===== src/inc/fieldbus_diag_pkg.sv =====
// Purpose: Shared constants and carriers of the fieldbus adapter diagnostics.
// Assumes: One 200 MHz clock; register numbers are 16-bit Modbus numbers.
// Notes:   Register offsets are Modbus holding register numbers.
package fieldbus_diag_pkg;

	// ==========================================================================
	// Timing.
	localparam int unsigned CLK_HZ       = 200_000_000;
	localparam int unsigned BLINK_MS     = 500;
	localparam int unsigned BLINK_CYCLES = BLINK_MS * (CLK_HZ / 1000);

	// ==========================================================================
	// Bit rates in bit/s, indexed by the rate select code.
	localparam int unsigned BAUD_9K6   = 9_600;
	localparam int unsigned BAUD_19K2  = 19_200;
	localparam int unsigned BAUD_38K4  = 38_400;
	localparam int unsigned BAUD_57K6  = 57_600;
	localparam int unsigned BAUD_115K2 = 115_200;
	localparam logic [2:0]  RATE_9K6   = 3'h0;
	localparam logic [2:0]  RATE_19K2  = 3'h1;
	localparam logic [2:0]  RATE_38K4  = 3'h2;
	localparam logic [2:0]  RATE_57K6  = 3'h3;
	localparam logic [2:0]  RATE_115K2 = 3'h4;
	localparam int unsigned DIV_W      = 16;

	// ==========================================================================
	// Register map.
	localparam logic [15:0] REG_ERR_RESET  = 16'h005a;
	localparam logic [15:0] REG_FAIL_FUNC  = 16'h005b;
	localparam logic [15:0] REG_ERR_CODE   = 16'h005c;
	localparam logic [15:0] REG_FAIL_REG   = 16'h005d;
	localparam logic [15:0] REG_LAST_WRITE = 16'h005e;
	localparam logic [15:0] REG_LAST_READ  = 16'h005f;
	localparam logic [15:0] RESET_CMD      = 16'h0001;
	localparam logic [15:0] ZERO16         = 16'h0000;

	// ==========================================================================
	// Parameter address areas.
	localparam logic [15:0] AREA32_BASE = 16'h4e20;  // 20000.
	localparam logic [15:0] AREA32_LAST = 16'h752f;  // 29999.
	localparam logic [15:0] GROUP32_SPAN = 16'h00c8; // 200.
	localparam logic [15:0] GROUP16_SPAN = 16'h0064; // 100.

	// ==========================================================================
	// Internal error codes.
	localparam logic [7:0] EC_NONE     = 8'h00;
	localparam logic [7:0] EC_LIMIT    = 8'h02;
	localparam logic [7:0] EC_SUBINDEX = 8'h03;
	localparam logic [7:0] EC_DTYPE    = 8'h05;
	localparam logic [7:0] EC_GENERAL  = 8'h65;
	localparam logic [7:0] EC_TIMEOUT  = 8'h66;
	localparam logic [7:0] EC_RDONLY   = 8'h70;
	localparam logic [7:0] EC_GROUP    = 8'h71;
	localparam logic [7:0] EC_MSB      = 8'h72;
	localparam logic [7:0] EC_LSB_ONLY = 8'h73;
	localparam logic [7:0] EC_MSB_ONLY = 8'h74;

	// ==========================================================================
	// Carriers.
	typedef enum logic [2:0] {
		HL_ESTABLISH = 3'b001,
		HL_GOOD      = 3'b010,
		HL_LOST      = 3'b100
	} host_link_t;

	typedef struct packed {
		logic green;
		logic red;
	} led_t;

	// Drive-side findings reported with a failed query.
	typedef struct packed {
		logic limit;
		logic subindex;
		logic dtype;
		logic timeout;
		logic read_only;
		logic param16;
	} cause_t;

	// Query outcome from the frame engine; done is a one-cycle pulse.
	typedef struct packed {
		logic        done;
		logic        failed;
		logic        is_write;
		logic [7:0]  func;
		logic [15:0] start_reg;
		logic [7:0]  count;
		logic [15:0] fail_reg;
		logic [15:0] wr_value;
		logic [15:0] wr_msw;
		cause_t      cause;
	} query_t;

	// Master access to the diagnostic registers.
	typedef struct packed {
		logic        wr;
		logic        rd;
		logic [15:0] addr;
		logic [15:0] wdata;
	} reg_req_t;

	typedef struct packed {
		logic        host_up;
		logic        config_error;
		logic        fs_error;
		logic        init_busy;
		logic        bus_activity;
		logic        parity_error;
		logic        lines_swapped;
	} status_in_t;

endpackage


===== src/fieldbus_adapter_diagnostics.sv =====
// Purpose: Status indicators and internal error registers of a fieldbus adapter.
// Assumes: Inputs are synchronous to clock; query.done pulses once per query.
// Notes:   Orange is shown as green and red lit together.
`timescale 1ns/10ps
`default_nettype none

module fieldbus_adapter_diagnostics #(
	parameter int unsigned BLINK_COUNT = fieldbus_diag_pkg::BLINK_CYCLES,
	parameter int unsigned CLOCK_HZ    = fieldbus_diag_pkg::CLK_HZ
) (
	input  wire logic                          clock,
	input  wire logic                          rstn,
	input  wire fieldbus_diag_pkg::status_in_t status,
	input  wire logic [2:0]                    rate_sel,
	input  wire fieldbus_diag_pkg::query_t     query,
	input  wire fieldbus_diag_pkg::reg_req_t   reg_req,
	output var  logic [15:0]                   reg_rdata,
	output var  logic                          reg_rvalid,
	output var  logic                          bit_tick,
	output var  fieldbus_diag_pkg::led_t       host_led,
	output var  fieldbus_diag_pkg::led_t       module_led,
	output var  fieldbus_diag_pkg::led_t       network_led
);
	import fieldbus_diag_pkg::*;

	// ==========================================================================
	// Helpers.

	// True when the register number lies in the 32-bit parameter area.
	function automatic logic in_area32(input logic [15:0] r);
		in_area32 = (r >= AREA32_BASE) && (r <= AREA32_LAST);
	endfunction

	// Parameter group of a register number in either area.
	function automatic logic [15:0] group_of(input logic [15:0] r);
		if (in_area32(r)) begin
			group_of = (r - AREA32_BASE) / GROUP32_SPAN;
		end else begin
			group_of = r / GROUP16_SPAN;
		end
	endfunction

	// Bit-period divisor for a rate select code; unknown codes fall back to the slowest.
	function automatic logic [DIV_W-1:0] divisor(input logic [2:0] sel);
		int unsigned rate;
		rate = BAUD_9K6;
		case (sel)
			RATE_19K2: begin
				rate = BAUD_19K2;
			end
			RATE_38K4: begin
				rate = BAUD_38K4;
			end
			RATE_57K6: begin
				rate = BAUD_57K6;
			end
			RATE_115K2: begin
				rate = BAUD_115K2;
			end
			default: begin
				rate = BAUD_9K6;
			end
		endcase
		divisor = DIV_W'(CLOCK_HZ / rate - 1);
	endfunction

	// ==========================================================================
	// State of the block.
	typedef struct packed {
		host_link_t  link;
		logic [26:0] blink_cnt;
		logic        phase;
		logic        fs_latched;
		logic [DIV_W-1:0] bit_cnt;
		logic        bit_tick;
		logic [15:0] fail_func;
		logic [15:0] err_code;
		logic [15:0] fail_reg;
		logic [15:0] last_write;
		logic [15:0] last_read;
		logic [15:0] rdata;
		logic        rvalid;
		led_t        host_led;
		led_t        module_led;
		led_t        network_led;
	} state_t;

	state_t      cur;
	state_t      next_cur;
	logic [7:0]  code;
	logic [15:0] last_reg;
	logic        low_half;
	logic        fs_fault;

	// A file-system fault is held until reset, which stands in for a power cycle.
	// The live input is ORed in so the indicators react without an extra cycle.
	assign fs_fault = cur.fs_latched | status.fs_error;

	// ==========================================================================
	// Classify a failed query into an internal error code.
	// Address-shape faults are checked before drive findings because they are
	// decided locally and do not depend on the drive's answer.
	always_comb begin
		last_reg = query.start_reg + 16'(query.count) - 16'h0001;
		low_half = ((query.start_reg - AREA32_BASE) & 16'h0001) == ZERO16;
		code     = EC_GENERAL;
		if (in_area32(query.start_reg) && query.count == 8'h01 && low_half) begin
			code = EC_LSB_ONLY;
		end else if (in_area32(query.start_reg) && query.count == 8'h01) begin
			code = EC_MSB_ONLY;
		end else if (query.is_write && group_of(query.start_reg) != group_of(last_reg)) begin
			code = EC_GROUP;
		end else if (query.is_write && in_area32(query.start_reg) && query.cause.param16
				&& query.wr_msw != ZERO16) begin
			code = EC_MSB;
		end else if (query.is_write && query.cause.read_only && query.wr_value != ZERO16) begin
			code = EC_RDONLY;
		end else if (query.cause.limit) begin
			code = EC_LIMIT;
		end else if (query.cause.subindex) begin
			code = EC_SUBINDEX;
		end else if (query.cause.dtype) begin
			code = EC_DTYPE;
		end else if (query.cause.timeout) begin
			code = EC_TIMEOUT;
		end
	end

	// ==========================================================================
	// Next state.
	always_comb begin
		next_cur = cur;

		// One shared half-period counter keeps every flashing LED in step.
		if (cur.blink_cnt == 27'(BLINK_COUNT - 1)) begin
			next_cur.blink_cnt = '0;
			next_cur.phase     = ~cur.phase;
		end else begin
			next_cur.blink_cnt = cur.blink_cnt + 27'h0000001;
		end

		// Bit-period tick for the half-duplex frame engine.
		next_cur.bit_tick = 1'b0;
		if (cur.bit_cnt >= divisor(rate_sel)) begin
			next_cur.bit_cnt  = '0;
			next_cur.bit_tick = 1'b1;
		end else begin
			next_cur.bit_cnt = cur.bit_cnt + DIV_W'(1);
		end

		// Host link tracking: establishing until first good, then good or lost.
		case (cur.link)
			HL_ESTABLISH: begin
				if (status.host_up) begin
					next_cur.link = HL_GOOD;
				end
			end
			HL_GOOD: begin
				if (!status.host_up) begin
					next_cur.link = HL_LOST;
				end
			end
			HL_LOST: begin
				if (status.host_up) begin
					next_cur.link = HL_GOOD;
				end
			end
			default: begin
				next_cur.link = HL_ESTABLISH;
			end
		endcase

		// Latch the file-system fault; only reset releases it.
		next_cur.fs_latched = cur.fs_latched | status.fs_error;

		// Master reset command clears first so a query ending in the same
		// cycle overrides it and its outcome is not lost.
		if (reg_req.wr && reg_req.addr == REG_ERR_RESET && reg_req.wdata == RESET_CMD) begin
			next_cur.fail_func = ZERO16;
			next_cur.err_code  = ZERO16;
			next_cur.fail_reg  = ZERO16;
		end
		if (query.done && query.failed) begin
			next_cur.fail_func = {8'h00, query.func};
			next_cur.err_code  = {8'h00, code};
			next_cur.fail_reg  = query.fail_reg;
		end else if (query.done) begin
			next_cur.fail_func = ZERO16;
			next_cur.err_code  = {8'h00, EC_NONE};
			next_cur.fail_reg  = ZERO16;
			if (query.is_write) begin
				next_cur.last_write = query.start_reg;
			end else begin
				next_cur.last_read = query.start_reg;
			end
		end

		// Register read port; the reset register and unmapped numbers read zero.
		next_cur.rvalid = reg_req.rd;
		next_cur.rdata  = ZERO16;
		if (reg_req.rd) begin
			case (reg_req.addr)
				REG_FAIL_FUNC: begin
					next_cur.rdata = cur.fail_func;
				end
				REG_ERR_CODE: begin
					next_cur.rdata = cur.err_code;
				end
				REG_FAIL_REG: begin
					next_cur.rdata = cur.fail_reg;
				end
				REG_LAST_WRITE: begin
					next_cur.rdata = cur.last_write;
				end
				REG_LAST_READ: begin
					next_cur.rdata = cur.last_read;
				end
				default: begin
					next_cur.rdata = ZERO16;
				end
			endcase
		end

		// Host indicator.
		if (fs_fault) begin
			next_cur.host_led = '{green: cur.phase, red: cur.phase};
		end else if (status.config_error) begin
			next_cur.host_led = '{green: 1'b1, red: 1'b1};
		end else if (cur.link == HL_GOOD) begin
			next_cur.host_led = '{green: 1'b1, red: 1'b0};
		end else if (cur.link == HL_LOST) begin
			next_cur.host_led = '{green: 1'b0, red: cur.phase};
		end else begin
			next_cur.host_led = '{green: cur.phase, red: 1'b0};
		end

		// Module indicator; its orange flash runs in the opposite phase.
		if (fs_fault) begin
			next_cur.module_led = '{green: ~cur.phase, red: ~cur.phase};
		end else if (status.config_error) begin
			next_cur.module_led = '{green: 1'b1, red: 1'b1};
		end else if (status.init_busy) begin
			next_cur.module_led = '{green: 1'b0, red: cur.phase};
		end else if (cur.link == HL_LOST) begin
			next_cur.module_led = '{green: 1'b0, red: 1'b0};
		end else begin
			next_cur.module_led = '{green: 1'b1, red: 1'b0};
		end

		// Network indicator.
		if (status.config_error) begin
			next_cur.network_led = '{green: 1'b1, red: 1'b1};
		end else if (status.lines_swapped) begin
			next_cur.network_led = '{green: cur.phase, red: cur.phase};
		end else if (status.parity_error) begin
			next_cur.network_led = '{green: 1'b1, red: ~cur.phase};
		end else if (status.bus_activity) begin
			next_cur.network_led = '{green: cur.phase, red: 1'b0};
		end else begin
			next_cur.network_led = '{green: 1'b0, red: 1'b0};
		end
	end

	// ==========================================================================
	// State register; the link starts in establishing.
	always_ff @(posedge clock or negedge rstn) begin
		if (!rstn) begin
			cur      <= '0;
			cur.link <= HL_ESTABLISH;
		end else begin
			cur <= next_cur;
		end
	end

	// Outputs come straight from state flip-flops.
	assign reg_rdata   = cur.rdata;
	assign reg_rvalid  = cur.rvalid;
	assign bit_tick    = cur.bit_tick;
	assign host_led    = cur.host_led;
	assign module_led  = cur.module_led;
	assign network_led = cur.network_led;

endmodule

`default_nettype wire


===== config.mk =====
export PLATFORM = sky130hd
export DESIGN_NAME = fieldbus_adapter_diagnostics
export DESIGN_NICKNAME = d
export VERILOG_FILES = /design/src/inc/fieldbus_diag_pkg.sv /design/src/fieldbus_adapter_diagnostics.sv
export SDC_FILE = /design/constraint.sdc
export NUM_CORES = 1
export LEC_CHECK = 0
export BUFFER_PORTS_ARGS = -buffer_cell sky130_fd_sc_hd__buf_2
export CAP_MARGIN = 20
export CORE_MARGIN = 5
export CORE_UTILIZATION = 50
export CTS_BUF_LIST = sky130_fd_sc_hd__clkbuf_4 sky130_fd_sc_hd__clkbuf_8
export CTS_CLUSTER_SIZE = 10
export DETAILED_ROUTE_END_ITERATION = 8
export PLACE_DENSITY = 0.74
export SETUP_SLACK_MARGIN = 0.1
export SYNTH_ARGS = -nofsm -noshare
export SYNTH_HDL_FRONTEND = slang
export SYNTH_SLANG_ARGS = --single-unit

===== constraint.sdc =====
create_clock -name clock -period 7.5 [get_ports clock]
set_clock_uncertainty 0.05 [all_clocks]
set_input_delay 0.375 -clock clock [delete_from_list [all_inputs] [get_ports clock]]
set_output_delay 0.375 -clock clock [all_outputs]
set_load 0.03 [all_outputs]

==> impl.org, run 1 <==
** Run status
- Status :: did not finish
- The flow halted during global routing.
- The tool reported: "[ERROR GRT-0232] Routing congestion too high. Check the congestion heatmap in the GUI".

** STA
- Worst-path endpoint category :: register data pin
- Worst endpoint left by the global-route repair_timing run :: cur[117]$_DFF_PN0_/D

** Synthesis
- Synth async-reset ratio :: 1.000
- Of the total synthesized cell area, the portion taken by AND, OR, NAND and NOR gates is 0.2478.
- The cell area that synthesis handed to floorplanning was 24,830 sq um.
- Among all flip-flop cells after synthesis, the most frequent one is dfrtp_1.
- Synth Area in Adders :: 0.1097
- Count of distinct cell types in the synthesized netlist :: 127
- Average footprint of a synthesized cell :: 7.386 sq um
- By area, the combinational part of the netlist is dominated by compound AO/OA/AOI/OAI gates.
- Synthesis inferred 133 register bits.
- Number of cells produced by synthesis :: 3,362
- Number of flops mapped to enable cells by yosys :: 0
- Xor and xnor area share after synthesis :: 0.1025
- During synthesis, Yosys emitted a total of 0 warnings.
- Sequential share of the synthesized area :: 0.1341
- Multiplexer fraction of the synthesized cell area :: 0.04404
- Post-synthesis compound-gate area fraction :: 0.3185

** Floorplan
- For this configuration, the core starts out at a cell density of 0.5062.
- The die is 232.9 um tall.
- 159 I/O pins were placed.
- The floorplan has 81 rows.
- Die Span X :: 232.9 um

** Placement
- Buffers placed on the I/O ports in this run total 158.
- Summed over all nets, the half-perimeter wirelength after detailed placement is 74.80 mm.
- At the end of routability-driven placement, the weighted congestion stood at 0.9723.
- Placed Cells incl. Taps :: 5,336

** Global route
- Remaining global-route overflow :: 121
- Largest net degree at the start of global routing :: 79
- Overall global routing resource usage :: 0.6980

** Clock tree
- The clock tree synthesis step divided the H-tree into 4 levels.
- In this run, CTS created clock tree buffers numbering 17.
- CTS sink count :: 133
- Buffer type at the clock tree root :: clkbuf_8
- Maximum root-to-sink buffer count :: 2
[per-stage QoR]
| step | setup slack [ps] | instance area [sq um] |
|---|---|---|
| after CTS | -34480 | 39550 |
| after detailed placement | -36640 | 36830 |
| after global placement | -34410 | 36830 |
| after floorplan | -39650 | 26490 |
[logic make-up after synthesis]
kind of cell / Yosys count
AO/OA/AOI/OAI: 1133
XOR/XNOR: 289
adder cells (fa/ha/maj): 219
buffers and inverters: 250
flip-flops: 133
multiplexers: 102
other: 2
AND/OR/NAND/NOR: 1234
[routing by layer]
| metal | GRT overflow | global-route usage |
|---|---|---|
| met1 | 5 | 0.6910 |
| met2 | 58 | 0.8510 |
| met4 | 48 | 0.6661 |
| met3 | 10 | 0.5680 |
| met5 | 0 | 0.3842 |
[cell usage after synthesis (77+ instances only)]
library cell | count | area (sq um)
dfrtp_1 | 132 | 3303
o21ai_0 | 184 | 920.9
nand2_1 | 310 | 1164
clkbuf_1 | 77 | 289.0
ha_1 | 209 | 2615
xor2_1 | 93 | 814.5
inv_1 | 122 | 457.9
nor3_1 | 114 | 570.6
nor2_1 | 315 | 1182
a21oi_1 | 260 | 1301
nand3_1 | 100 | 500.5
xnor2_1 | 195 | 1708
[timing repair]
| item | 4_1_cts |
|---|---|
| gates resized for setup | 171 |
| hold buffers | 3 |
| pin swaps | 170 |
| buffers inserted | 189 |
| endpoints found under the hold margin | 58 |
| endpoints found under the setup margin | 22 |
| gates cloned | 1 |
==> run 2: changes to the inputs <==
--- a/config.mk
+++ b/config.mk
@@ -8,12 +8,9 @@
 export BUFFER_PORTS_ARGS = -buffer_cell sky130_fd_sc_hd__buf_2
 export CAP_MARGIN = 20
 export CORE_MARGIN = 5
-export CORE_UTILIZATION = 50
-export CTS_BUF_LIST = sky130_fd_sc_hd__clkbuf_4 sky130_fd_sc_hd__clkbuf_8
-export CTS_CLUSTER_SIZE = 10
+export CORE_UTILIZATION = 35
 export DETAILED_ROUTE_END_ITERATION = 8
-export PLACE_DENSITY = 0.74
-export SETUP_SLACK_MARGIN = 0.1
+export PLACE_DENSITY_LB_ADDON = 0.15
 export SYNTH_ARGS = -nofsm -noshare
 export SYNTH_HDL_FRONTEND = slang
 export SYNTH_SLANG_ARGS = --single-unit
==> impl.org, run 2 <==
** Min path
- The startpoint identified for the worst hold timing path is status[6].
- For hold timing, the worst endpoint is cur[149].
- Hold WC Path Type :: input pin to register
- Worst Hold Depth :: 2

** Synthesis
- Sequential share of the synthesized area :: 0.1341
- Post-synthesis compound-gate area fraction :: 0.3185
- The average instance in the mapped netlist occupies 7.386 sq um.
- Of the total synthesized cell area, the portion taken by full adders, half adders and majority gates is 0.1097.
- Number of cells produced by synthesis :: 3,362
- Of the total synthesized cell area, the portion taken by XOR and XNOR cells is 0.1025.
- Mapped Area :: 24,830 sq um
- Synth top area cells :: dfrtp_1, ha_1, xnor2_1
- Synth async-reset ratio :: 1.000
- Of the post-synthesis cell area, the part taken by muxes is 0.04404.
- Flops & latches, synth :: 133
- The most used flip-flop cell after synthesis is dfrtp_1.
- Proportion of netlist area held by the largest area contributor :: 0.1330
- The most common cell in the synthesized netlist is nor2_1.
- Counting flops with a built-in enable in the synthesized netlist gives 0.
- Count of distinct cell types in the synthesized netlist :: 127
- Yosys printed 0 warnings.
- Dominant combinational cell family by area after synthesis :: compound AO/OA/AOI/OAI gates
- Of the total synthesized cell area, the portion taken by AND, OR, NAND and NOR gates is 0.2478.
- The largest total area in the synthesized netlist belongs to dfrtp_1.
- Ranking of synthesized cells by instance count :: nor2_1, nand2_1, a21oi_1

** Placement
- The count of buffers added on input and output ports is 158.
- After legalization and detailed placement, the total HPWL measured 75.05 mm.
- Placer Congestion :: 0.8936
- Placed Cells incl. Taps :: 5,677

** Drt
- The count of nets left with antenna violations once routing finished came out at 0.
- Routed signal wires occupy layers up through met4.
- Via density :: 5.305
- For this block, wires on met1 add up to 42.77 mm.
- Post-detailed-route DRC marker count :: 0
- Number of DRC markers in iteration 0 :: 1,629
- In the final routed layout, each cell accounts on average for 16.19 um.
- Detailed routing inserted a total of 31,350 vias.
- Summed over all layers, the routed wires come to 95.68 mm.
- Total iterations of the first detailed-routing run :: 6
- The routed design uses 47.92 mm of met2 wire.
- In the detailed route, the total length drawn on met3 is 2.701 mm.

** Critical path
- Critical register-to-register path endpoint :: cur[109]
- STA classifies the critical path endpoint as a register.
- The most numerous cell type found on the critical path is o21a_1.
- The largest single stage delay on the critical path is 540 ps.
- Arrival time at the worst endpoint :: 42,620 ps
- Crit-path leading delay family :: compound AO/OA/AOI/OAI gates
- Count of buffering cells on the critical path with inverters included :: 17
- STA classifies the critical path startpoint as an input pin.
- The setup check on the worst reg-to-reg path leaves a slack of 4140 ps.
- Along the worst path, the maximum fanout reaches 6.
- The number of cells on the worst reg-to-reg path is 25.
- The slowest stage of the critical path belongs to the cell or4_4.
- Critical Setup Path Class :: input pin to register
- STA puts the critical path data required time at 7830 ps.
- Startpoint of the lowest-slack register-to-register path :: cur[104]

** Clock tree
- TritonCTS created 17 clock buffers.
- At the later pin of the worst-skew pair, clock insertion delay measures 440 ps.
- In this run the deepest clock path goes through 2 buffers.
- The H-tree was split into 4 levels.
- The clock drives 133 sinks.
- CTS tree :: built
- Clock-pin slew of the registers on the worst-case setup and hold paths :: 70 ps
- The tree is rooted in a clkbuf_16.

** STA
- Setup violations remaining at the end of the flow were counted as 22.
- Worst Hold Margin :: 48.78 ps
- The worst pin sits at a relative slew slack of 0.4233.
- Final critical-path share of the clock period :: 5.640
- Static timing analysis puts the maximum clock frequency at 23.64 MHz.
- Setup repair after global routing could not meet its margin everywhere.
- Worst Tran Pin Value :: 859.3 ps
- Total count of hold-check failures in the final report :: 0
- For the final routed database, the setup TNS stands at -602,080 ps.
- The number of max-slew violations in the final report was 0.
- Final setup slack of the worst path :: -34,800 ps
- Minimum period implied by the final worst setup slack :: 42,300 ps

** Global route
- Global-route wire length before repair :: 153.1 mm
- Entering global routing, the biggest net connects 78 pins.
- Remaining global-route overflow :: 0
- Across every metal layer, demand over resource in global routing totals 0.2342.
- Via count of the first global-routing pass :: 30,660
- Number of antenna violations at the first check in global routing :: 0

** Floorplan
- After floorplanning, the core was sized to cover 70,150 sq um.
- The initialized floorplan defines 97 standard-cell rows.
- Effective utilization at floorplan :: 0.3540
- The floorplan step set the die width to 276.4 um.
- The floorplan step defined a die boundary enclosing 76,370 sq um.
- In this run the vertical extent of the chip is 276.4 um.
- Num ports :: 159

** Run status
- The checks that failed: negative setup slack.
- Status :: finished with violations

** Final layout
- In the final layout, the multi-input gates occupy 23,440 sq um.
- The area growth from synthesis to layout is 67.80%.
- Most common cell after layout, fill and taps aside :: buf_4
- Fillers :: 6,566
- The number of antenna diodes in the final layout is 0.
- Flip-flop count of the largest register, all copies and words added :: 109
- Final instance count without filler cells :: 5,910
- Across the whole layout, storage elements account for 3329 sq um.
- Share of layout cells above drive strength 1 :: 0.4596
- Highest-count cells in the layout ignoring fill and taps :: buf_4, nand2_1, nor2_1
- The net count of the finished layout is 5,302.
- Largest reg by FF count :: cur

** Flow run
- Max-cap violations in this run came to 0.
==> run 2: final cells by class <==
cell class              count  area share
well taps                 940     0.02823
multi-input cells        2983      0.5625
flip-flops and latches    133     0.07990
clock inverters            15    0.004384
inverters                 130     0.01294
clock buffers              17     0.01021
repair buffers           1692      0.3018
==> run 2: metrics by stage <==
stage | worst slack, ps | cell area, sq um | utilization
floorplan | -39650 | 26490 | -
finish | -34800 | 41670 | 0.5940
global route | -37380 | 41670 | 0.5940
CTS | -34480 | 40210 | 0.5731
detailed placement | -36120 | 37670 | 0.5370
global placement | -34990 | 37670 | 0.5370
==> run 2: cells by family (layout without fill, tap and decap cells) <==
group	Yosys count	count (layout)
AO/OA/AOI/OAI	1133	1133
XOR/XNOR	289	289
adder cells (fa/ha/maj)	219	219
buffers and inverters	250	1854
flip-flops	133	133
multiplexers	102	102
other	2	5
AND/OR/NAND/NOR	1234	1235
==> run 2: timing repair <==
| action | CTS | global route |
|---|---|---|
| hold buffers | 1 | 1 |
| endpoints found under the hold margin | 76 | 1 |
| buffers inserted | 122 | 70 |
| gates cloned | 4 | 0 |
| pin swaps | 186 | 192 |
| gates resized for setup | 197 | 168 |
| setup endpoints to repair | 22 | 22 |
==> run 2: per-layer routing <==
| metal | global-route usage | up-vias |
|---|---|---|
| li1 | - | 15870 |
| met1 | 0.3031 | 14830 |
| met2 | 0.4239 | 514 |
| met3 | 0.02067 | 133 |
| met4 | 0.05289 | 0 |
| met5 | 0 | - |
==> run 2: worst max-delay path by stage <==
stage | start | endpoint | slack, ps | cells past startpoint
2_1_floorplan | rate_sel[2] | cur[112] | -39650 | 284
3_5_place_dp | rate_sel[2] | cur[108] | -36120 | 266
5_1_grt | rate_sel[0] | cur[109] | -37380 | 262
6_report | rate_sel[0] | cur[109] | -34800 | 266
3_3_place_gp | rate_sel[0] | cur[112] | -34990 | 266
4_1_cts | rate_sel[2] | cur[116] | -34480 | 265
Power of run 2 is left out: the tool's default activity adds up to more than one toggle a clock period on the data nets, which glitch-free logic cannot reach.
